### src/common/dwm_pkg.sv
`default_nettype none
package dwm_pkg;
   // one time base for every interval, so enable/disable ratio tracks
   localparam int unsigned DWM_CLK_NS = 25;
   localparam int unsigned DWM_QUAL_NS = 500;
   localparam int unsigned DWM_PULSE_NS = 1000;
   localparam int unsigned DWM_REP_NS = 30000;
   localparam int unsigned DWM_EN_NS = 57000;
   localparam int unsigned DWM_DIS_NS = 177000;
   localparam int unsigned DWM_HOLD_MS = 40;
   localparam int unsigned DWM_QUAL_CYC =
      (DWM_QUAL_NS + DWM_CLK_NS - 1) / DWM_CLK_NS;
   localparam int unsigned DWM_PULSE_CYC = DWM_PULSE_NS / DWM_CLK_NS;
   localparam int unsigned DWM_REP_CYC = DWM_REP_NS / DWM_CLK_NS;
   localparam int unsigned DWM_EN_CYC = DWM_EN_NS / DWM_CLK_NS;
   localparam int unsigned DWM_DIS_CYC = DWM_DIS_NS / DWM_CLK_NS;
   localparam int unsigned DWM_HOLD_CYC =
      DWM_HOLD_MS * 1000000 / DWM_CLK_NS;
   localparam int unsigned DWM_QW = 5;
   localparam int unsigned DWM_AW = 11;
   localparam int unsigned DWM_PW = 16;
   localparam int unsigned DWM_NW = 6;
   localparam int unsigned DWM_HW = 21;
   localparam logic [5:0] DWM_EN_NUM = 6'h20;
   localparam logic [5:0] DWM_DIS_NUM = 6'h3f;
   typedef enum logic [1:0] {
      DWM_IDLE = 2'b00,
      DWM_PULSE = 2'b01,
      DWM_GAP = 2'b10
   } dwm_alert_t;
endpackage
`default_nettype wire

### src/rtl/dwm_qual.sv
`timescale 1ns/1ps
`default_nettype none
module dwm_qual
   import dwm_pkg::*;
(
   input wire logic clk_sys,
   input wire logic nrst,
   input wire logic run,
   input wire logic pin_low,
   input wire logic self_drive,
   output logic strobe
);
   localparam logic [DWM_QW-1:0] QMAX = DWM_QW'(DWM_QUAL_CYC);
   logic [DWM_QW-1:0] cnt;
   logic [DWM_QW-1:0] next_cnt;
   logic next_strobe;

   always_comb begin
      next_cnt = cnt;
      next_strobe = 1'b0;
      if (!run) begin
         next_cnt = '0;
      end else if (pin_low && !self_drive) begin
         // own alert pulse pulls the pin low too; never counted
         if (cnt != QMAX) begin
            next_cnt = cnt + 1'b1;
         end
      end else if (pin_low) begin
         // cycle masked by own pulse: dropped, no strobe mid-low
         next_cnt = '0;
      end else begin
         // strobe at end of the low excursion only
         next_strobe = (cnt == QMAX);
         next_cnt = '0;
      end
   end

   always_ff @(posedge clk_sys) begin
      if (!nrst) begin
         cnt <= '0;
         strobe <= 1'b0;
      end else begin
         cnt <= next_cnt;
         strobe <= next_strobe;
      end
   end
endmodule
`default_nettype wire

### src/rtl/dwm_ens.sv
`timescale 1ns/1ps
`default_nettype none
module dwm_ens
   import dwm_pkg::*;
#(
   parameter int unsigned DIS_CYC = DWM_DIS_CYC,
   parameter int unsigned EN_CYC = DWM_EN_CYC
)(
   input wire logic clk_sys,
   input wire logic nrst,
   input wire logic run,
   input wire logic cyc,
   output logic ens_on
);
   localparam logic [DWM_PW-1:0] PMAX = DWM_PW'(DIS_CYC + 1);
   localparam logic [DWM_PW-1:0] EN_LIM = DWM_PW'(EN_CYC);
   localparam logic [DWM_PW-1:0] DIS_LIM = DWM_PW'(DIS_CYC);
   logic [DWM_PW-1:0] pcnt;
   logic [DWM_PW-1:0] next_pcnt;
   logic [DWM_NW-1:0] en_cnt;
   logic [DWM_NW-1:0] next_en_cnt;
   logic [DWM_NW-1:0] dis_cnt;
   logic [DWM_NW-1:0] next_dis_cnt;
   logic next_ens_on;

   always_comb begin
      next_pcnt = pcnt;
      next_en_cnt = en_cnt;
      next_dis_cnt = dis_cnt;
      next_ens_on = ens_on;
      if (!run) begin
         next_pcnt = '0;
         next_en_cnt = '0;
         next_dis_cnt = '0;
         next_ens_on = 1'b0;
      end else if (cyc) begin
         next_pcnt = '0;
         if (!ens_on) begin
            next_en_cnt = '0;
            if (pcnt > DIS_LIM) begin
               if (dis_cnt == DWM_DIS_NUM - 6'h01) begin
                  next_ens_on = 1'b1;
                  next_dis_cnt = '0;
               end else begin
                  next_dis_cnt = dis_cnt + 1'b1;
               end
            end else begin
               next_dis_cnt = '0;
            end
         end else begin
            next_dis_cnt = '0;
            // long periods keep the count, they do not clear it
            if (pcnt < EN_LIM) begin
               if (en_cnt == DWM_EN_NUM - 6'h01) begin
                  next_ens_on = 1'b0;
                  next_en_cnt = '0;
               end else begin
                  next_en_cnt = en_cnt + 1'b1;
               end
            end
         end
      end else if (pcnt != PMAX) begin
         // saturates just past the disable interval
         next_pcnt = pcnt + 1'b1;
      end
   end

   always_ff @(posedge clk_sys) begin
      if (!nrst) begin
         pcnt <= '0;
         en_cnt <= '0;
         dis_cnt <= '0;
         ens_on <= 1'b0;
      end else begin
         pcnt <= next_pcnt;
         en_cnt <= next_en_cnt;
         dis_cnt <= next_dis_cnt;
         ens_on <= next_ens_on;
      end
   end
endmodule
`default_nettype wire

### src/rtl/dwm_top.sv
`timescale 1ns/1ps
`default_nettype none
module dwm_top
   import dwm_pkg::*;
#(
   parameter int unsigned DIS_CYC = DWM_DIS_CYC,
   parameter int unsigned EN_CYC = DWM_EN_CYC,
   parameter int unsigned HOLD_CYC = DWM_HOLD_CYC
)(
   input wire logic clk_sys,
   input wire logic nrst,
   input wire logic undervoltage_lockout_ok,
   input wire logic alert_pin_in,
   input wire logic droop_cmp,
   output logic sample_strobe,
   output logic alert_pin_out,
   output logic alert_pin_oe,
   output logic ens_pin_out,
   output logic ens_pin_oe,
   output logic ref_stale
);
   localparam logic [DWM_AW-1:0] PULSE_END = DWM_AW'(DWM_PULSE_CYC - 1);
   localparam logic [DWM_AW-1:0] REP_END = DWM_AW'(DWM_REP_CYC - 1);
   localparam logic [DWM_HW-1:0] HOLD_MAX = DWM_HW'(HOLD_CYC);
   localparam logic [DWM_AW-1:0] PULSE_LEN = DWM_AW'(DWM_PULSE_CYC);
   localparam logic [DWM_AW-1:0] REP_LEN = DWM_AW'(DWM_REP_CYC);
   localparam logic [DWM_AW-1:0] REP_SAT = '1;

   logic run;
   logic next_run;
   dwm_alert_t state;
   dwm_alert_t next_state;
   logic [DWM_AW-1:0] acnt;
   logic [DWM_AW-1:0] next_acnt;
   logic next_alert_oe;
   logic [DWM_HW-1:0] hcnt;
   logic [DWM_HW-1:0] next_hcnt;
   logic next_ref_stale;
   logic [DWM_AW-1:0] oe_len;
   logic [DWM_AW-1:0] next_oe_len;
   logic [DWM_AW-1:0] rep_cnt;
   logic [DWM_AW-1:0] next_rep_cnt;
   logic held;
   logic next_held;
   logic broke;
   logic next_broke;

   // pin input high means below the cycle detect threshold
   dwm_qual u_qual (
      .clk_sys(clk_sys),
      .nrst(nrst),
      .run(run),
      .pin_low(alert_pin_in),
      .self_drive(alert_pin_oe),
      .strobe(sample_strobe)
   );

   // the strobe refreshes the reference whenever it comes,
   // droop or not, which lets a new 3 % droop start over

   // fed only by qualified cycles, so alerts cannot disturb it
   dwm_ens #(
      .DIS_CYC(DIS_CYC),
      .EN_CYC(EN_CYC)
   ) u_ens (
      .clk_sys(clk_sys),
      .nrst(nrst),
      .run(run),
      .cyc(sample_strobe),
      .ens_on(ens_pin_oe)
   );

   always_comb begin
      next_run = undervoltage_lockout_ok;
   end

   always_comb begin
      next_state = state;
      next_acnt = acnt;
      if (!run) begin
         next_state = DWM_IDLE;
         next_acnt = '0;
      end else begin
         case (state)
            DWM_IDLE: begin
               if (droop_cmp) begin
                  next_state = DWM_PULSE;
                  next_acnt = '0;
               end
            end
            DWM_PULSE: begin
               // pulse is cut short only by lockout (run low), dissipation stays bounded
               next_acnt = acnt + 1'b1;
               if (acnt == PULSE_END) begin
                  next_state = DWM_GAP;
               end
            end
            DWM_GAP: begin
               next_acnt = acnt + 1'b1;
               if (sample_strobe) begin
                  next_state = DWM_IDLE;
                  next_acnt = '0;
               end else if (acnt == REP_END) begin
                  next_acnt = '0;
                  if (droop_cmp) begin
                     next_state = DWM_PULSE;
                  end else begin
                     next_state = DWM_IDLE;
                  end
               end
            end
            default: begin
               next_state = DWM_IDLE;
               next_acnt = '0;
            end
         endcase
      end
      next_alert_oe = (next_state == DWM_PULSE);
   end

   always_comb begin
      next_hcnt = hcnt;
      if (!run || sample_strobe) begin
         next_hcnt = '0;
      end else if (hcnt != HOLD_MAX) begin
         next_hcnt = hcnt + 1'b1;
      end
      // no reference during lockout (run low), so stale as well
      next_ref_stale = (next_hcnt == HOLD_MAX) || !run;
   end

   always_ff @(posedge clk_sys) begin
      if (!nrst) begin
         run <= 1'b0;
         state <= DWM_IDLE;
         acnt <= '0;
         alert_pin_oe <= 1'b0;
         alert_pin_out <= 1'b0;
         ens_pin_out <= 1'b0;
         hcnt <= '0;
         ref_stale <= 1'b1;
      end else begin
         run <= next_run;
         state <= next_state;
         acnt <= next_acnt;
         alert_pin_oe <= next_alert_oe;
         alert_pin_out <= 1'b0;
         ens_pin_out <= 1'b0;
         hcnt <= next_hcnt;
         ref_stale <= next_ref_stale;
      end
   end

   // checker helpers only: pulse length, cycles since a pulse began,
   // and whether the repeat conditions held all the way
   always_comb begin
      next_oe_len = '0;
      next_rep_cnt = rep_cnt;
      next_held = held && run && droop_cmp && !sample_strobe;
      next_broke = broke || sample_strobe || !run;
      if (alert_pin_oe) begin
         next_oe_len = oe_len + 1'b1;
      end
      if (alert_pin_oe && oe_len == '0) begin
         next_rep_cnt = DWM_AW'(1);
         next_held = 1'b1;
         next_broke = 1'b0;
      end else if (rep_cnt != REP_SAT) begin
         next_rep_cnt = rep_cnt + 1'b1;
      end
   end

   always_ff @(posedge clk_sys) begin
      if (!nrst) begin
         oe_len <= '0;
         rep_cnt <= REP_SAT;
         held <= 1'b0;
         broke <= 1'b1;
      end else begin
         oe_len <= next_oe_len;
         rep_cnt <= next_rep_cnt;
         held <= next_held;
         broke <= next_broke;
      end
   end
endmodule
`default_nettype wire

### config.mk
export PLATFORM = sky130hd
export DESIGN_NAME = dwm_top
export DESIGN_NICKNAME = d
export VERILOG_FILES = /design/src/common/dwm_pkg.sv /design/src/rtl/dwm_qual.sv /design/src/rtl/dwm_ens.sv /design/src/rtl/dwm_top.sv
export SDC_FILE = /design/constraint.sdc
export NUM_CORES = 1
export LEC_CHECK = 0
export BUFFER_PORTS_ARGS = -buffer_cell sky130_fd_sc_hd__clkbuf_2
export CORE_MARGIN = 4
export CORE_UTILIZATION = 50
export DETAILED_ROUTE_END_ITERATION = 8
export HOLD_SLACK_MARGIN = 0.1
export PLACE_DENSITY = 0.66
export SETUP_SLACK_MARGIN = 0.05
export SYNTH_ARGS = -nofsm -noshare
export SYNTH_HDL_FRONTEND = slang
export SYNTH_SLANG_ARGS = --single-unit
### constraint.sdc
create_clock -name clk_sys -period 4 [get_ports clk_sys]
set_input_delay 1 -clock clk_sys [delete_from_list [all_inputs] [get_ports clk_sys]]
set_output_delay 1 -clock clk_sys [all_outputs]
set_load 0.1 [all_outputs]
After elaboration in Yosys (flattened, before gate mapping):

Cells that the tools add are included.

* bits of input ports: 5
* flip-flop bits (word level): 72

* muxes and demuxes: 24
* magnitude comparators: 2
* reductions and logical operators: 11
* bitwise logic cells: 2
* add/subtract/negate cells: 6
* eq/ne operators: 14

Operators with widths (count)
* 2-to-1 mux 21 bit: 2
* 2-to-1 mux 6 bit: 6
* 2-to-1 mux 11 bit: 3
* case mux 11 bit (3 select lines): 1
* adder 21 x 1 -> 21 bit, second input constant: 1
* == test 21 bit, second input constant: 1
* != test 21 bit, second input constant: 1
* adder 16 x 1 -> 16 bit, second input constant: 1
* greater-than comparator 16 x 13 -> 1 bit, second input constant: 1
* < comparator 16 x 12 -> 1 bit, second input constant: 1
* != test 16 x 13 -> 1 bit, second input constant: 1
* adder 6 x 1 -> 6 bit, second input constant: 2
* adder 11 x 1 -> 11 bit, second input constant: 1
* == test 11 bit, second input constant: 1
* == test 11 x 6 -> 1 bit, second input constant: 1
* 2-to-1 mux 2 bit: 5
* == test 6 x 5 -> 1 bit, second input constant: 1
* == test 6 bit, second input constant: 1
* 2-to-1 mux 1 bit: 6
* case mux 2 bit (3 select lines): 1
* adder 5 x 1 -> 5 bit, second input constant: 1
* == test 5 bit, second input constant: 1
* != test 5 bit, second input constant: 1
* == test 2 x 1 -> 1 bit, second input constant: 2
* 11 further kinds: 16

Longest topological paths before layout:

Gate-level depths: netlist of run 1.

* word-level depth: 6
* depth in mapped cells: 10

Cells and area by module:

Synthesis of run 1 repeated with hierarchy kept, for this count alone.

* cell total of the unflattened synthesis: 446
* area, all modules: 3943.8 µm²

By module, submodules not included
* dwm_top: times used 1, cells each 244, area an instance 2130.8 µm²
* dwm_ens: times used 1, cells each 176, area an instance 1555.2 µm²
* dwm_qual: times used 1, cells each 26, area an instance 257.7 µm²

Least setup slack after synthesis of run 1:

No wires, ideal clock.

* path type: reg2reg
* start point: reg u_qual.strobe
* end point: reg u_ens.en_cnt[5]
* setup slack: 1.730 ns
* cell stages (with the launch flop): 5
* data arrival time: 2.200 ns
* buffers on the path: 0
* cell sequence: dfxtp_1 nor4b_2 nor2_1 or4_1 a21oi_1

* cells in the longest elaborated chain, start to end: 1

Ends and longest elaborated chain
* start: declaration: line dwm_qual.sv:11 `output logic strobe`
* start signal: assignment: line dwm_qual.sv:44 `strobe <= next_strobe;`
* AND reduction 2 bit (no line)
* end signal: assignment: line dwm_ens.sv:76 `en_cnt <= next_en_cnt;`
* end: declaration: line dwm_ens.sv:20 `logic [DWM_NW-1:0] en_cnt;`

Every way passes these cells.
A chain may end at the register's enable or synchronous reset.

Worst setup path after layout of run 1:

* start point: reg hcnt[1]
* end point: reg ref_stale

* cells in the longest elaborated chain, start to end: 5

Ends and longest elaborated chain
* start: declaration: line dwm_top.sv:36 `logic [DWM_HW-1:0] hcnt;`
* start signal: assignment: line dwm_top.sv:149 `hcnt <= next_hcnt;`
* adder 21 x 1 -> 21 bit or != test 21 bit (tied branches): line dwm_top.sv:126, dwm_top.sv:125
* 2-to-1 mux 21 bit (*): line dwm_top.sv:125 `end else if (hcnt != HOLD_MAX) begin`
* 2-to-1 mux 21 bit (*): line dwm_top.sv:123 `if (!run || sample_strobe) begin`
* == test 21 bit (*): line dwm_top.sv:129 `next_ref_stale = (next_hcnt == HOLD_MAX) || !run;`
* logical OR 1 bit (*): line dwm_top.sv:129
* end signal: assignment: line dwm_top.sv:150 `ref_stale <= next_ref_stale;`
* end: declaration: line dwm_top.sv:20 `output logic ref_stale`

Mark *: on every way between the ends. The rest lies on a longest branch, timed or not.

==> key figures, run 1 <==
Routing
  • DR pass1 iterations: 4
  • DR DRC count: 0
  • Drt initial violations: 112
  • Via density: 5.49
  • Met3 wire length: between 150 and 200 um
  • Max Used Layer: met4
  • WL final: 7270 um
  • Post-route ant nets: 0
  • DR WL/cell: 13.0 um
  • Detailed-route via count: 3,071
  • Wl on met1: 3610 um
  • DR WL met2: 3410 um

Synth
  • Adder and majority gate portion of the synthesized area: 0.0467
  • Synthesis-stage register bit count: 72
  • FFs w/ async S/R, synth: 0
  • Post-Syn Instances: 450
  • Top cell type's share of synthesized area: 0.385
  • Main combinational cell family by area after synthesis: simple AND/OR/NAND/NOR gates
  • Synth Area in Compound Gates: 0.134
  • Most used DFF post-synth: dfxtp_1
  • Post-synthesis mux area share: 0.00835
  • Mapped Area: 3750 um2
  • Synth warn: 0
  • Post-synthesis simple-gate area fraction: 0.303
  • Synth area leader: dfxtp_1
  • Syn_area_per_cell: between 8 and 9 um2
  • Synth Area in XOR/XNOR: 0.0888
  • Number of distinct library cells after synthesis: 60
  • Post-synth EDFFs: 0
  • Top post-synthesis cells by area: dfxtp_1 38%, nor2_1 5.8%, xor2_1 4.9%
  • Seq/Total Area, Yosys: 0.385

Global route
  • Grt ovf: 0
  • Initial antenna violation count: 0
  • Vias in the first global route: 2,868
  • Total GRT Usage: 0.176
  • Largest net degree at the start of global routing: 36
  • First-pass GRT wire length: between 10,000 and 15,000 um

Job
  • Maxcap violations: 0

Critical path
  • Worst path bufs/invs: 0
  • Critical path's largest stage delay: 0.48 ns
  • Req. time, crit path: around 4.2 ns
  • CP max FO: 8
  • CP delay by family, top: simple AND/OR/NAND/NOR gates
  • CP Cell Sequence: ha_1, nand4_1, nor4_2, nor2_1, a2111oi_0, nand4_1, o31ai_1
  • Worst Path Arrival: 2.81 ns
  • Worst setup SP type: flip-flop
  • Slowest CP cell: dfxtp_1
  • CP dominant cell by count: nand4_1
  • Reg-to-reg setup timing slack: 1.42 ns
  • Critical path endpoint category: flip-flop
  • Worst Setup Path Type: flip-flop to flip-flop

Placement
  • Area after DPL: 3850 um2
  • Final GP Congestion: 0.837
  • PortBufs: 8
  • Post-DP HPWL: 5150 um
  • Placed Cells: about 540

Finish
  • Design area: 4070 um2
  • Fin nets: ~470
  • Fraction of layout cells with a size suffix above 1: 0.0739
  • Area Overhead vs Synth: 8.58%
  • Commonest non-fill, non-tap cell in the layout: dfxtp_1
  • Diode count: 0
  • Final Util: 0.561
  • Commonest non-fill, non-tap cells in the layout: 72 x dfxtp_1, 58 x nor2_1, 32 x nand3_1
  • Final Non-Filler Cells: about 560

STA
  • Hold Fails Final Rpt: 0
  • Slew at the pin closest to its max-slew limit: 0.740 ns
  • Slew HR: 0.505
  • RSZ-0062 raised after global routing: false
  • Setup TNS: 0 ns
  • FMAX: approximately 0.39 GHz
  • Final number of max-transition violations: 0
  • Clk_skew: 0.0118 ns
  • Endpoints failing setup: 0
  • Min Tclk post-route: between 2 and 3 ns
  • Tcrit/Tclk final: 0.646

Floorplan
  • Row cnt: 31
  • I/O pins: 11
  • Die height: ~95 um
  • Starting Density: 0.517
  • Die ar.: slightly below 9000 um2
  • Core footprint: 7250 um2
  • Die span in x: 94.6 um

Clocking
  • Post-CTS Repair Setup Buffers: 0
  • CTS Hold Buffers Added: 0
  • Worst skew pair latency: 0.34 ns
  • Worst-path clk slew: 0.07 ns
  • Num CTS Buffers: 9
  • CTS Root Cell: clkbuf_8
  • TritonCTS sink count: 72
  • H-Tree Depth: 3
  • Clock buffer depth: 2
  • TritonCTS clock tree: yes
  • Post-cts resize count: 0

Worst hold path
  • Worst min-delay path class: flip-flop to flip-flop

Power
  • Pleak: ~1.4 nW
  • Pwr per Cell Area: between 300 and 400 nW/um2
  • Max VDD drop: 0.000167 V
  • Final Power: between 1 and 1.5 mW

Status
  • Status: complete, no violations
flip-flops by register name (all words and copies together) (netlist names):
| name | flops |
|---|---|
| run | 1 |
| u_ens.dis_cnt | 6 |
| state | 2 |
| hcnt | 21 |
| alert_pin_oe | 1 |
| ref_stale | 1 |
| u_ens.en_cnt | 6 |
| u_ens.pcnt | 16 |
| acnt | 11 |
| u_ens.ens_on | 1 |
| u_qual.cnt | 5 |
| u_qual.strobe | 1 |
worst paths after layout:
| check | startpoint | to | cells past startpoint |
|---|---|---|---|
| setup / recovery | hcnt[1] | ref_stale | 7 |
| hold / removal | u_ens.en_cnt[5] | u_ens.en_cnt[5] | 2 |
| setup reg to reg | hcnt[1] | ref_stale | 7 |
| hold reg to reg | u_ens.en_cnt[5] | u_ens.en_cnt[5] | 2 |
cells in the mapped netlist (all sizes together) (2+ instances only):
master / count
a211o: 3
a211oi: 2
a21boi: 2
a21o: 4
a21oi: 27
a31oi: 4
and2: 5
and3: 15
buf: 5
clkbuf: 11
dfxtp: 72
ha: 14
inv: 14
mux2i: 2
nand2: 31
nand2b: 4
nand3: 33
nand3b: 2
nand4: 8
nand4b: 3
nor2: 58
nor2b: 6
nor3: 11
nor3b: 8
nor4: 6
o21ai: 22
o31ai: 4
or2: 2
or3: 10
or4: 2
or4b: 4
xnor2: 17
xor2: 21
cells by family (layout without fill, tap and decap cells):
| logic type | count (synthesis) | count (layout) |
|---|---|---|
| multiplexers | 3 | 3 |
| XOR/XNOR | 38 | 38 |
| flip-flops | 72 | 72 |
| buffers and inverters | 30 | 39 |
| other | 1 | 2 |
| AND/OR/NAND/NOR | 212 | 212 |
| AO/OA/AOI/OAI | 80 | 80 |
| adder cells (fa/ha/maj) | 14 | 14 |
stage by stage:
stage | hold WS, ns | setup slack (ns)
after floorplan | 0.453 | 1.73
after global placement | 0.473 | 1.48
after detailed placement | 0.477 | 1.44
after CTS | 0.489 | 1.46
after global routing | 0.526 | 1.20
final | 0.488 | 1.42
routing by layer:
layer | global-route usage | up-vias
met5 | 0 | -
met4 | 0.0697 | 0
met3 | 0.0287 | 8
met2 | 0.290 | 42
met1 | 0.232 | 1419
li1 | - | 1602
tightest hold or removal path, delay by kind of cell, from the launching register on:
family | cells | cell delay [ns]
AOI/OAI and AO/OA | 2 | 0.13
DFF | 1 | 0.32
final cells by class:
| cell class | instances | area [um2] |
|---|---|---|
| fillers | 676 | 3180 |
| well taps | 99 | 124 |
| inverters | 14 | 52.6 |
| flip-flops and latches | 72 | 1440 |
| multi-input cells | 349 | 2180 |
| clock inverters | 5 | 80.1 |
| repair buffers | 9 | 47.5 |
| clock buffers | 11 | 141 |
where the power goes:
part | total (mW) | internal, mW | switching [mW]
clock network | 0.635 | 0.367 | 0.267
registers | 0.723 | 0.719 | 0.00367
logic | 0.0422 | 0.00974 | 0.0324
total | 1.40 | 1.10 | 0.303
Power figures use the tool's default switching activity.
==> run 2: changes to the inputs <==
PLACE_DENSITY = 0.69   (was 0.66)
clock period = 2.3 ns   (was 4 ns; I/O delays follow)
==> run 2 against run 1 <==
  * Largest cell class unchanged
  * Total power increased by 63%
  * Global-route usage rose by 0.19 points
  * Wire length is 0.37% higher
  * Sequential cell count did not move
  * Worst setup slack lost 1.2 ns
  * Highest routed layer unchanged
==> key figures, run 2 (synthesized netlist as in run 1, its figures left out) <==
Critical path
  • Req. time, crit path: 2.52 ns (-1.71 ns)
  • Worst Path Arrival: 2.32 ns (-0.49 ns)
  • Critical path endpoint category: flip-flop
  • CP max FO: 6 (-2)
  • Worst Setup Path Type: flip-flop to flip-flop
  • Worst setup SP type: flip-flop

Floorplan
  • Die span in x: 94.6 um (unchanged)
  • Starting Density: 0.517 (unchanged)
  • I/O pins: 11 (unchanged)
  • Die ar.: 8940 um2 (unchanged)
  • Row cnt: 31 (unchanged)
  • Die height: 94.6 um (unchanged)
  • Core footprint: 7250 um2 (unchanged)

Global route
  • Initial antenna violation count: 0 (unchanged)
  • Grt ovf: 0 (unchanged)
  • Total GRT Usage: 0.178 (+0.00193)
  • Vias in the first global route: 2,954 (+3.0%)
  • Largest net degree at the start of global routing: 35 (-2.8%)
  • First-pass GRT wire length: 13,000 um (+1.7%)

Power
  • Switching share of power: 0.217 (about the same)
  • Clock power share: 0.417 (-0.036)
  • Logic pwr share: 0.033 (+0.003)
  • Seq pwr share: 0.550 (+0.034)
  • Pwr per Cell Area: 550 nW/um2 (+60%)
  • Switch Pwr: 496 uW (+63%)
  • Max VDD drop: 0.000372 V (+120%)
  • Pleak: 1.43 nW (+4.0%)
  • Internal power: 1.79 mW (+63%)

STA
  • Clk_skew: 0.00806 ns (-0.00376 ns)
  • Tcrit/Tclk final: 0.914 (+0.268)
  • Slew HR: 0.618 (+0.113)
  • Endpoints failing setup: 0 (unchanged)
  • Slew at the pin closest to its max-slew limit: 0.567 ns (-0.174 ns)
  • Hold Fails Final Rpt: 0 (unchanged)
  • Setup TNS: 0 ns (unchanged)
  • FMAX: 0.476 GHz (+23%)
  • Final number of max-transition violations: 0 (unchanged)
  • Min Tclk post-route: 2.10 ns (-0.482 ns)
  • RSZ-0062 raised after global routing: false

Placement
  • PortBufs: 8 (unchanged)
  • Post-DP HPWL: 5340 um (+3.6%)
  • Placed Cells: 554 (+2.0%)
  • Final GP Congestion: 0.814 (-2.7%)

Finish
  • Largest regs: hcnt x21, u_ens.pcnt x16, acnt x11
  • Area of the multi-input gates: 2210 um2 (+1.1%)
  • Commonest non-fill, non-tap cell in the layout: dfxtp_1
  • Register area: 1450 um2 (+0.26%)
  • Final Non-Filler Cells: 570 (+2.0%)
  • FILL cells: 686 (+1.5%)
  • Diode count: 0 (unchanged)
  • Max reg flops: 21 (unchanged)
  • Commonest non-fill, non-tap cells in the layout: 69 x dfxtp_1, 58 x nor2_1, 32 x nand3_1
  • Fraction of layout cells with a size suffix above 1: 0.106 (+0.0322)
  • Most flops, register: hcnt
  • Fin nets: 486 (+2.5%)
  • Area Overhead vs Synth: 10.8%

Clocking
  • Num CTS Buffers: 9 (unchanged)
  • TritonCTS clock tree: yes
  • Clock buffer depth: 2 (unchanged)
  • CTS Root Cell: clkbuf_8
  • CTS Hold Buffers Added: 0 (unchanged)
  • TritonCTS sink count: 72 (unchanged)
  • Worst skew pair latency: 0.33 ns (about the same)
  • H-Tree Depth: 3 (unchanged)
  • Worst-path clk slew: 0.07 ns (about the same)

Routing
  • Post-route ant nets: 0 (unchanged)
  • DR DRC count: 0 (unchanged)
  • DR pass1 iterations: 4 (unchanged)
  • DR WL/cell: 12.8 um (-1.6%)
  • WL final: 7300 um (+0.37%)
  • Drt initial violations: 134 (+20%)
  • Detailed-route via count: 3,095 (+0.78%)
  • Via density: 5.43 (-1.2%)

Job
  • Maxcap violations: 0 (unchanged)

Worst hold path
  • Worst min-delay path class: primary input to flip-flop

Status
  • Status: complete, no violations
==> run 2: layout make-up <==
class	instances	share of cell area
inverters	14	0.0127
clock buffers	11	0.0340
well taps	99	0.0298
repair buffers	21	0.0331
clock inverters	4	0.0108
multi-input cells	349	0.531
flip-flops and latches	72	0.348
==> run 2: worst max-delay path, stage by stage, from the launching register on <==
cell	delay, ns
dfxtp_1	0.36
or4b_4	0.58
or4_1	0.51
o21ai_1	0.12
a21oi_1	0.07
o221a_1	0.22
and2_1	0.13
==> run 2: power by group through the flow <==
stage          Sequential [mW]  Clock, mW  Combinational [mW]
2_1_floorplan             1.29          0              0.0513
3_3_place_gp              1.29          0              0.0754
3_5_place_dp              1.29          0              0.0761
4_1_cts                   1.26      0.986              0.0763
5_1_grt                   1.26       1.04              0.0829
6_report                  1.26      0.952              0.0754
==> run 2: metal layers <==
metal / up-vias / wire (um) / global-route usage
li1: 1626 / - / -
met1: 1446 / 3670 / 0.231
met2: 21 / 3430 / 0.300
met3: 2 / 176 / 0.0478
met4: 0 / 23 / 0.0361
met5: - / 0 / 0
==> run 2: worst paths after layout <==
check	startpoint	end	slack, ns	depth (start not counted)
min reg2reg	u_ens.en_cnt[0]	u_ens.en_cnt[0]	0.49	2
max	acnt[8]	alert_pin_oe	0.20	6
max reg2reg	acnt[8]	alert_pin_oe	0.20	6
min	alert_pin_in	u_qual.strobe	0.42	2
==> run 2: per-stage QoR <==
step           utilization  hold WS [ns]  power, mW  setup slack [ns]  cell area [um2]
3_5_place_dp         0.542         0.482       1.36            0.0338             3930
5_1_grt              0.573         0.405       2.38            0.0756             4150
3_3_place_gp         0.542         0.468       1.36             0.109             3930
4_1_cts              0.568         0.402       2.32             0.116             4120
2_1_floorplan            -         0.453       1.34             0.134             3750
6_report             0.573         0.422       2.29             0.199             4150
==> run 2: what timing repair did <==
item | in CTS | in global routing
setup buffers | 0 | 1
endpoints found under the setup margin | 1 | 7
pin swaps | 0 | 1
resized for setup | 1 | 6
==> run 3: changes to the inputs <==
SETUP_SLACK_MARGIN = 0.4   (was 0.05)
==> run 3 against run 2 <==
  * Combinational power increased by 11%
  * Critical path type unchanged
  * Via count increased by 6.0%
  * Sequential cell count unchanged
  * Count of clock-buffer cells in the layout increased by 2
  * Largest power group unchanged
  * Clock skew increased by 0.0029 ns
  * Cell count increased by 4.0%
  * Critical endpoint unchanged
  * Sequential share of layout area decreased by 2.7 points
  * Global-route usage increased by 1.9 points
  * Sequential power about the same
  * Register-to-register slack improved by 0.14 ns
  * Non-clock buffer count increased by 22
  * Worst setup slack improved by 0.14 ns
==> key figures, run 3 (synthesized netlist as in run 1, its figures left out) <==
Status
  • Status: complete, no violations

Floorplan
  • Core footprint: 7250 um2 (unchanged)
  • Row cnt: 31 (unchanged)
  • Die height: 94.6 um (unchanged)
  • Die span in x: 94.6 um (unchanged)
  • I/O pins: 11 (unchanged)
  • Starting Density: 0.517 (unchanged)
  • Die ar.: 8940 um2 (unchanged)

Finish
  • Max reg flops: 21 (unchanged)
  • Most flops, register: hcnt
  • Diode count: 0 (unchanged)
  • Fraction of layout cells with a size suffix above 1: 0.245 (+0.139)
  • Fin nets: 508 (+4.5%)
  • Register area: 1480 um2 (+2.1%)
  • Commonest non-fill, non-tap cells in the layout: 55 x dfxtp_1, 52 x nor2_1, 31 x buf_4
  • Area Overhead vs Synth: 22.5%
  • FILL cells: 628 (-8.5%)
  • Largest regs: hcnt x21, u_ens.pcnt x16, acnt x11
  • Commonest non-fill, non-tap cell in the layout: dfxtp_1
  • Area of the multi-input gates: 2420 um2 (+9.7%)

Clocking
  • TritonCTS sink count: 72 (unchanged)
  • TritonCTS clock tree: yes
  • Worst skew pair latency: 0.34 ns (about the same)
  • CTS Root Cell: clkbuf_8
  • Worst-path clk slew: 0.08 ns (about the same)
  • Clock buffer depth: 2 (unchanged)
  • H-Tree Depth: 3 (unchanged)
  • Num CTS Buffers: 9 (unchanged)

Global route
  • Largest net degree at the start of global routing: 35 (unchanged)
  • First-pass GRT wire length: 14,200 um (+9.6%)
  • Grt ovf: 0 (unchanged)
  • Vias in the first global route: 3,119 (+5.6%)
  • Initial antenna violation count: 0 (unchanged)
  • Total GRT Usage: 0.197 (+0.0188)

STA
  • Hold Fails Final Rpt: 0 (unchanged)
  • Endpoints failing setup: 0 (unchanged)
  • RSZ-0062 raised after global routing: true
  • Setup TNS: 0 ns (unchanged)
  • Min setup slack post-route: 0.334 ns (+0.136 ns)
  • Clk_skew: 0.0109 ns (+0.00287 ns)
  • Min Hold Slack: 0.402 ns (-0.0196 ns)
  • Final number of max-transition violations: 0 (unchanged)
  • FMAX: 0.509 GHz (+6.9%)
  • Slew at the pin closest to its max-slew limit: 0.621 ns (+0.0540 ns)
  • Tcrit/Tclk final: 0.855 (-0.0590)
  • Min Tclk post-route: 1.97 ns (-0.136 ns)
  • Slew HR: 0.582 (-0.0364)

Placement
  • Final GP Congestion: 0.837 (+2.9%)
  • Post-DP HPWL: 5290 um (-0.86%)
  • Pre-CTS WS: 0.100 ns (+0.0663 ns)
  • PortBufs: 8 (unchanged)

Critical path
  • CP max FO: 3 (-3)
  • Critical path endpoint category: flip-flop
  • Worst setup SP type: flip-flop
  • Worst Path Arrival: 2.20 ns (-0.12 ns)
  • CP Cell Sequence: or4b_4, or4_4, o21ai_2, a21oi_1, o221a_1, and2_1
  • Slowest CP cell: or4b_4
  • Req. time, crit path: 2.54 ns (+0.02 ns)
  • Worst Setup Path Type: flip-flop to flip-flop
  • Critical path's largest stage delay: 0.56 ns (-0.02 ns)

Job
  • Maxcap violations: 0 (unchanged)

Routing
  • Post-route ant nets: 0 (unchanged)
  • DR DRC count: 0 (unchanged)
  • Detailed-route via count: 3,280 (+6.0%)
  • DR WL/cell: 14.0 um (+9.4%)
  • Via density: 5.53 (+1.9%)
  • WL final: 8310 um (+14%)
  • Drt initial violations: 102 (-24%)
  • DR pass1 iterations: 4 (unchanged)

Power
  • Max VDD drop: 0.000364 V (-2.0%)
  • Final Power: 2.35 mW (+2.7%)
  • Pwr per Cell Area: 511 nW/um2 (-7.1%)
  • Pleak: 1.58 nW (+11%)

Worst hold path
  • Worst min-delay path class: primary input to flip-flop
-- run 3: metrics by stage --
stage / area, um2 / cells / util
after floorplan: 3760 / 451 / -
after global placement: 3930 / 552 / 0.542
after detailed placement: 3930 / 552 / 0.542
after CTS: 4380 / 587 / 0.604
after global routing: 4590 / 593 / 0.633
final: 4590 / 593 / 0.633
-- run 3: what timing repair did --
item | 4_1_cts | 5_1_grt
setup buffers | 19 | 5
pin swaps | 17 | 24
endpoints found under the setup margin | 21 | 25
hold buffers | 0 | 0
gates resized for setup | 29 | 46
gates cloned | 0 | 1
-- run 3: per-layer routing --
metal,vias up,part of all wire,GRT usage
li1,1669,-,-
met1,1553,0.48,0.260
met2,52,0.48,0.314
met3,6,0.033,0.0582
met4,0,0.0079,0.0553
met5,-,0,0
-- run 3: report_power, final --
part | internal, mW | total, mW | switching, mW
clock | 0.558 | 1.01 | 0.453
sequential | 1.25 | 1.25 | 0.00620
combinational | 0.0221 | 0.0836 | 0.0615
total | 1.83 | 2.35 | 0.520
-- run 3: area by class of cell --
type | instances | area share
Multi-Input combinational cell | 349 | 0.527
Tap cell | 99 | 0.0270
Clock inverter | 3 | 0.00872
Clock buffer | 13 | 0.0346
Timing Repair Buffer | 43 | 0.0698
Sequential cell | 72 | 0.321
Inverter | 14 | 0.0114
-- run 3: final timing paths --
| path | from | to | slack [ns] | depth (start not counted) |
|---|---|---|---|---|
| setup / recovery | acnt[9] | alert_pin_oe | 0.33 | 6 |
| hold / removal | alert_pin_in | u_qual.strobe | 0.40 | 2 |
| setup reg to reg | acnt[9] | alert_pin_oe | 0.33 | 6 |
| hold reg to reg | u_ens.dis_cnt[3] | u_ens.dis_cnt[3] | 0.49 | 2 |
-- run 3: worst max-delay path, delay by kind of cell, from the launching register on --
kind | cells | cell delay [ns]
AOI/OAI and AO/OA | 3 | 0.41
DFF | 1 | 0.33
and+or+nand+nor | 3 | 1.12
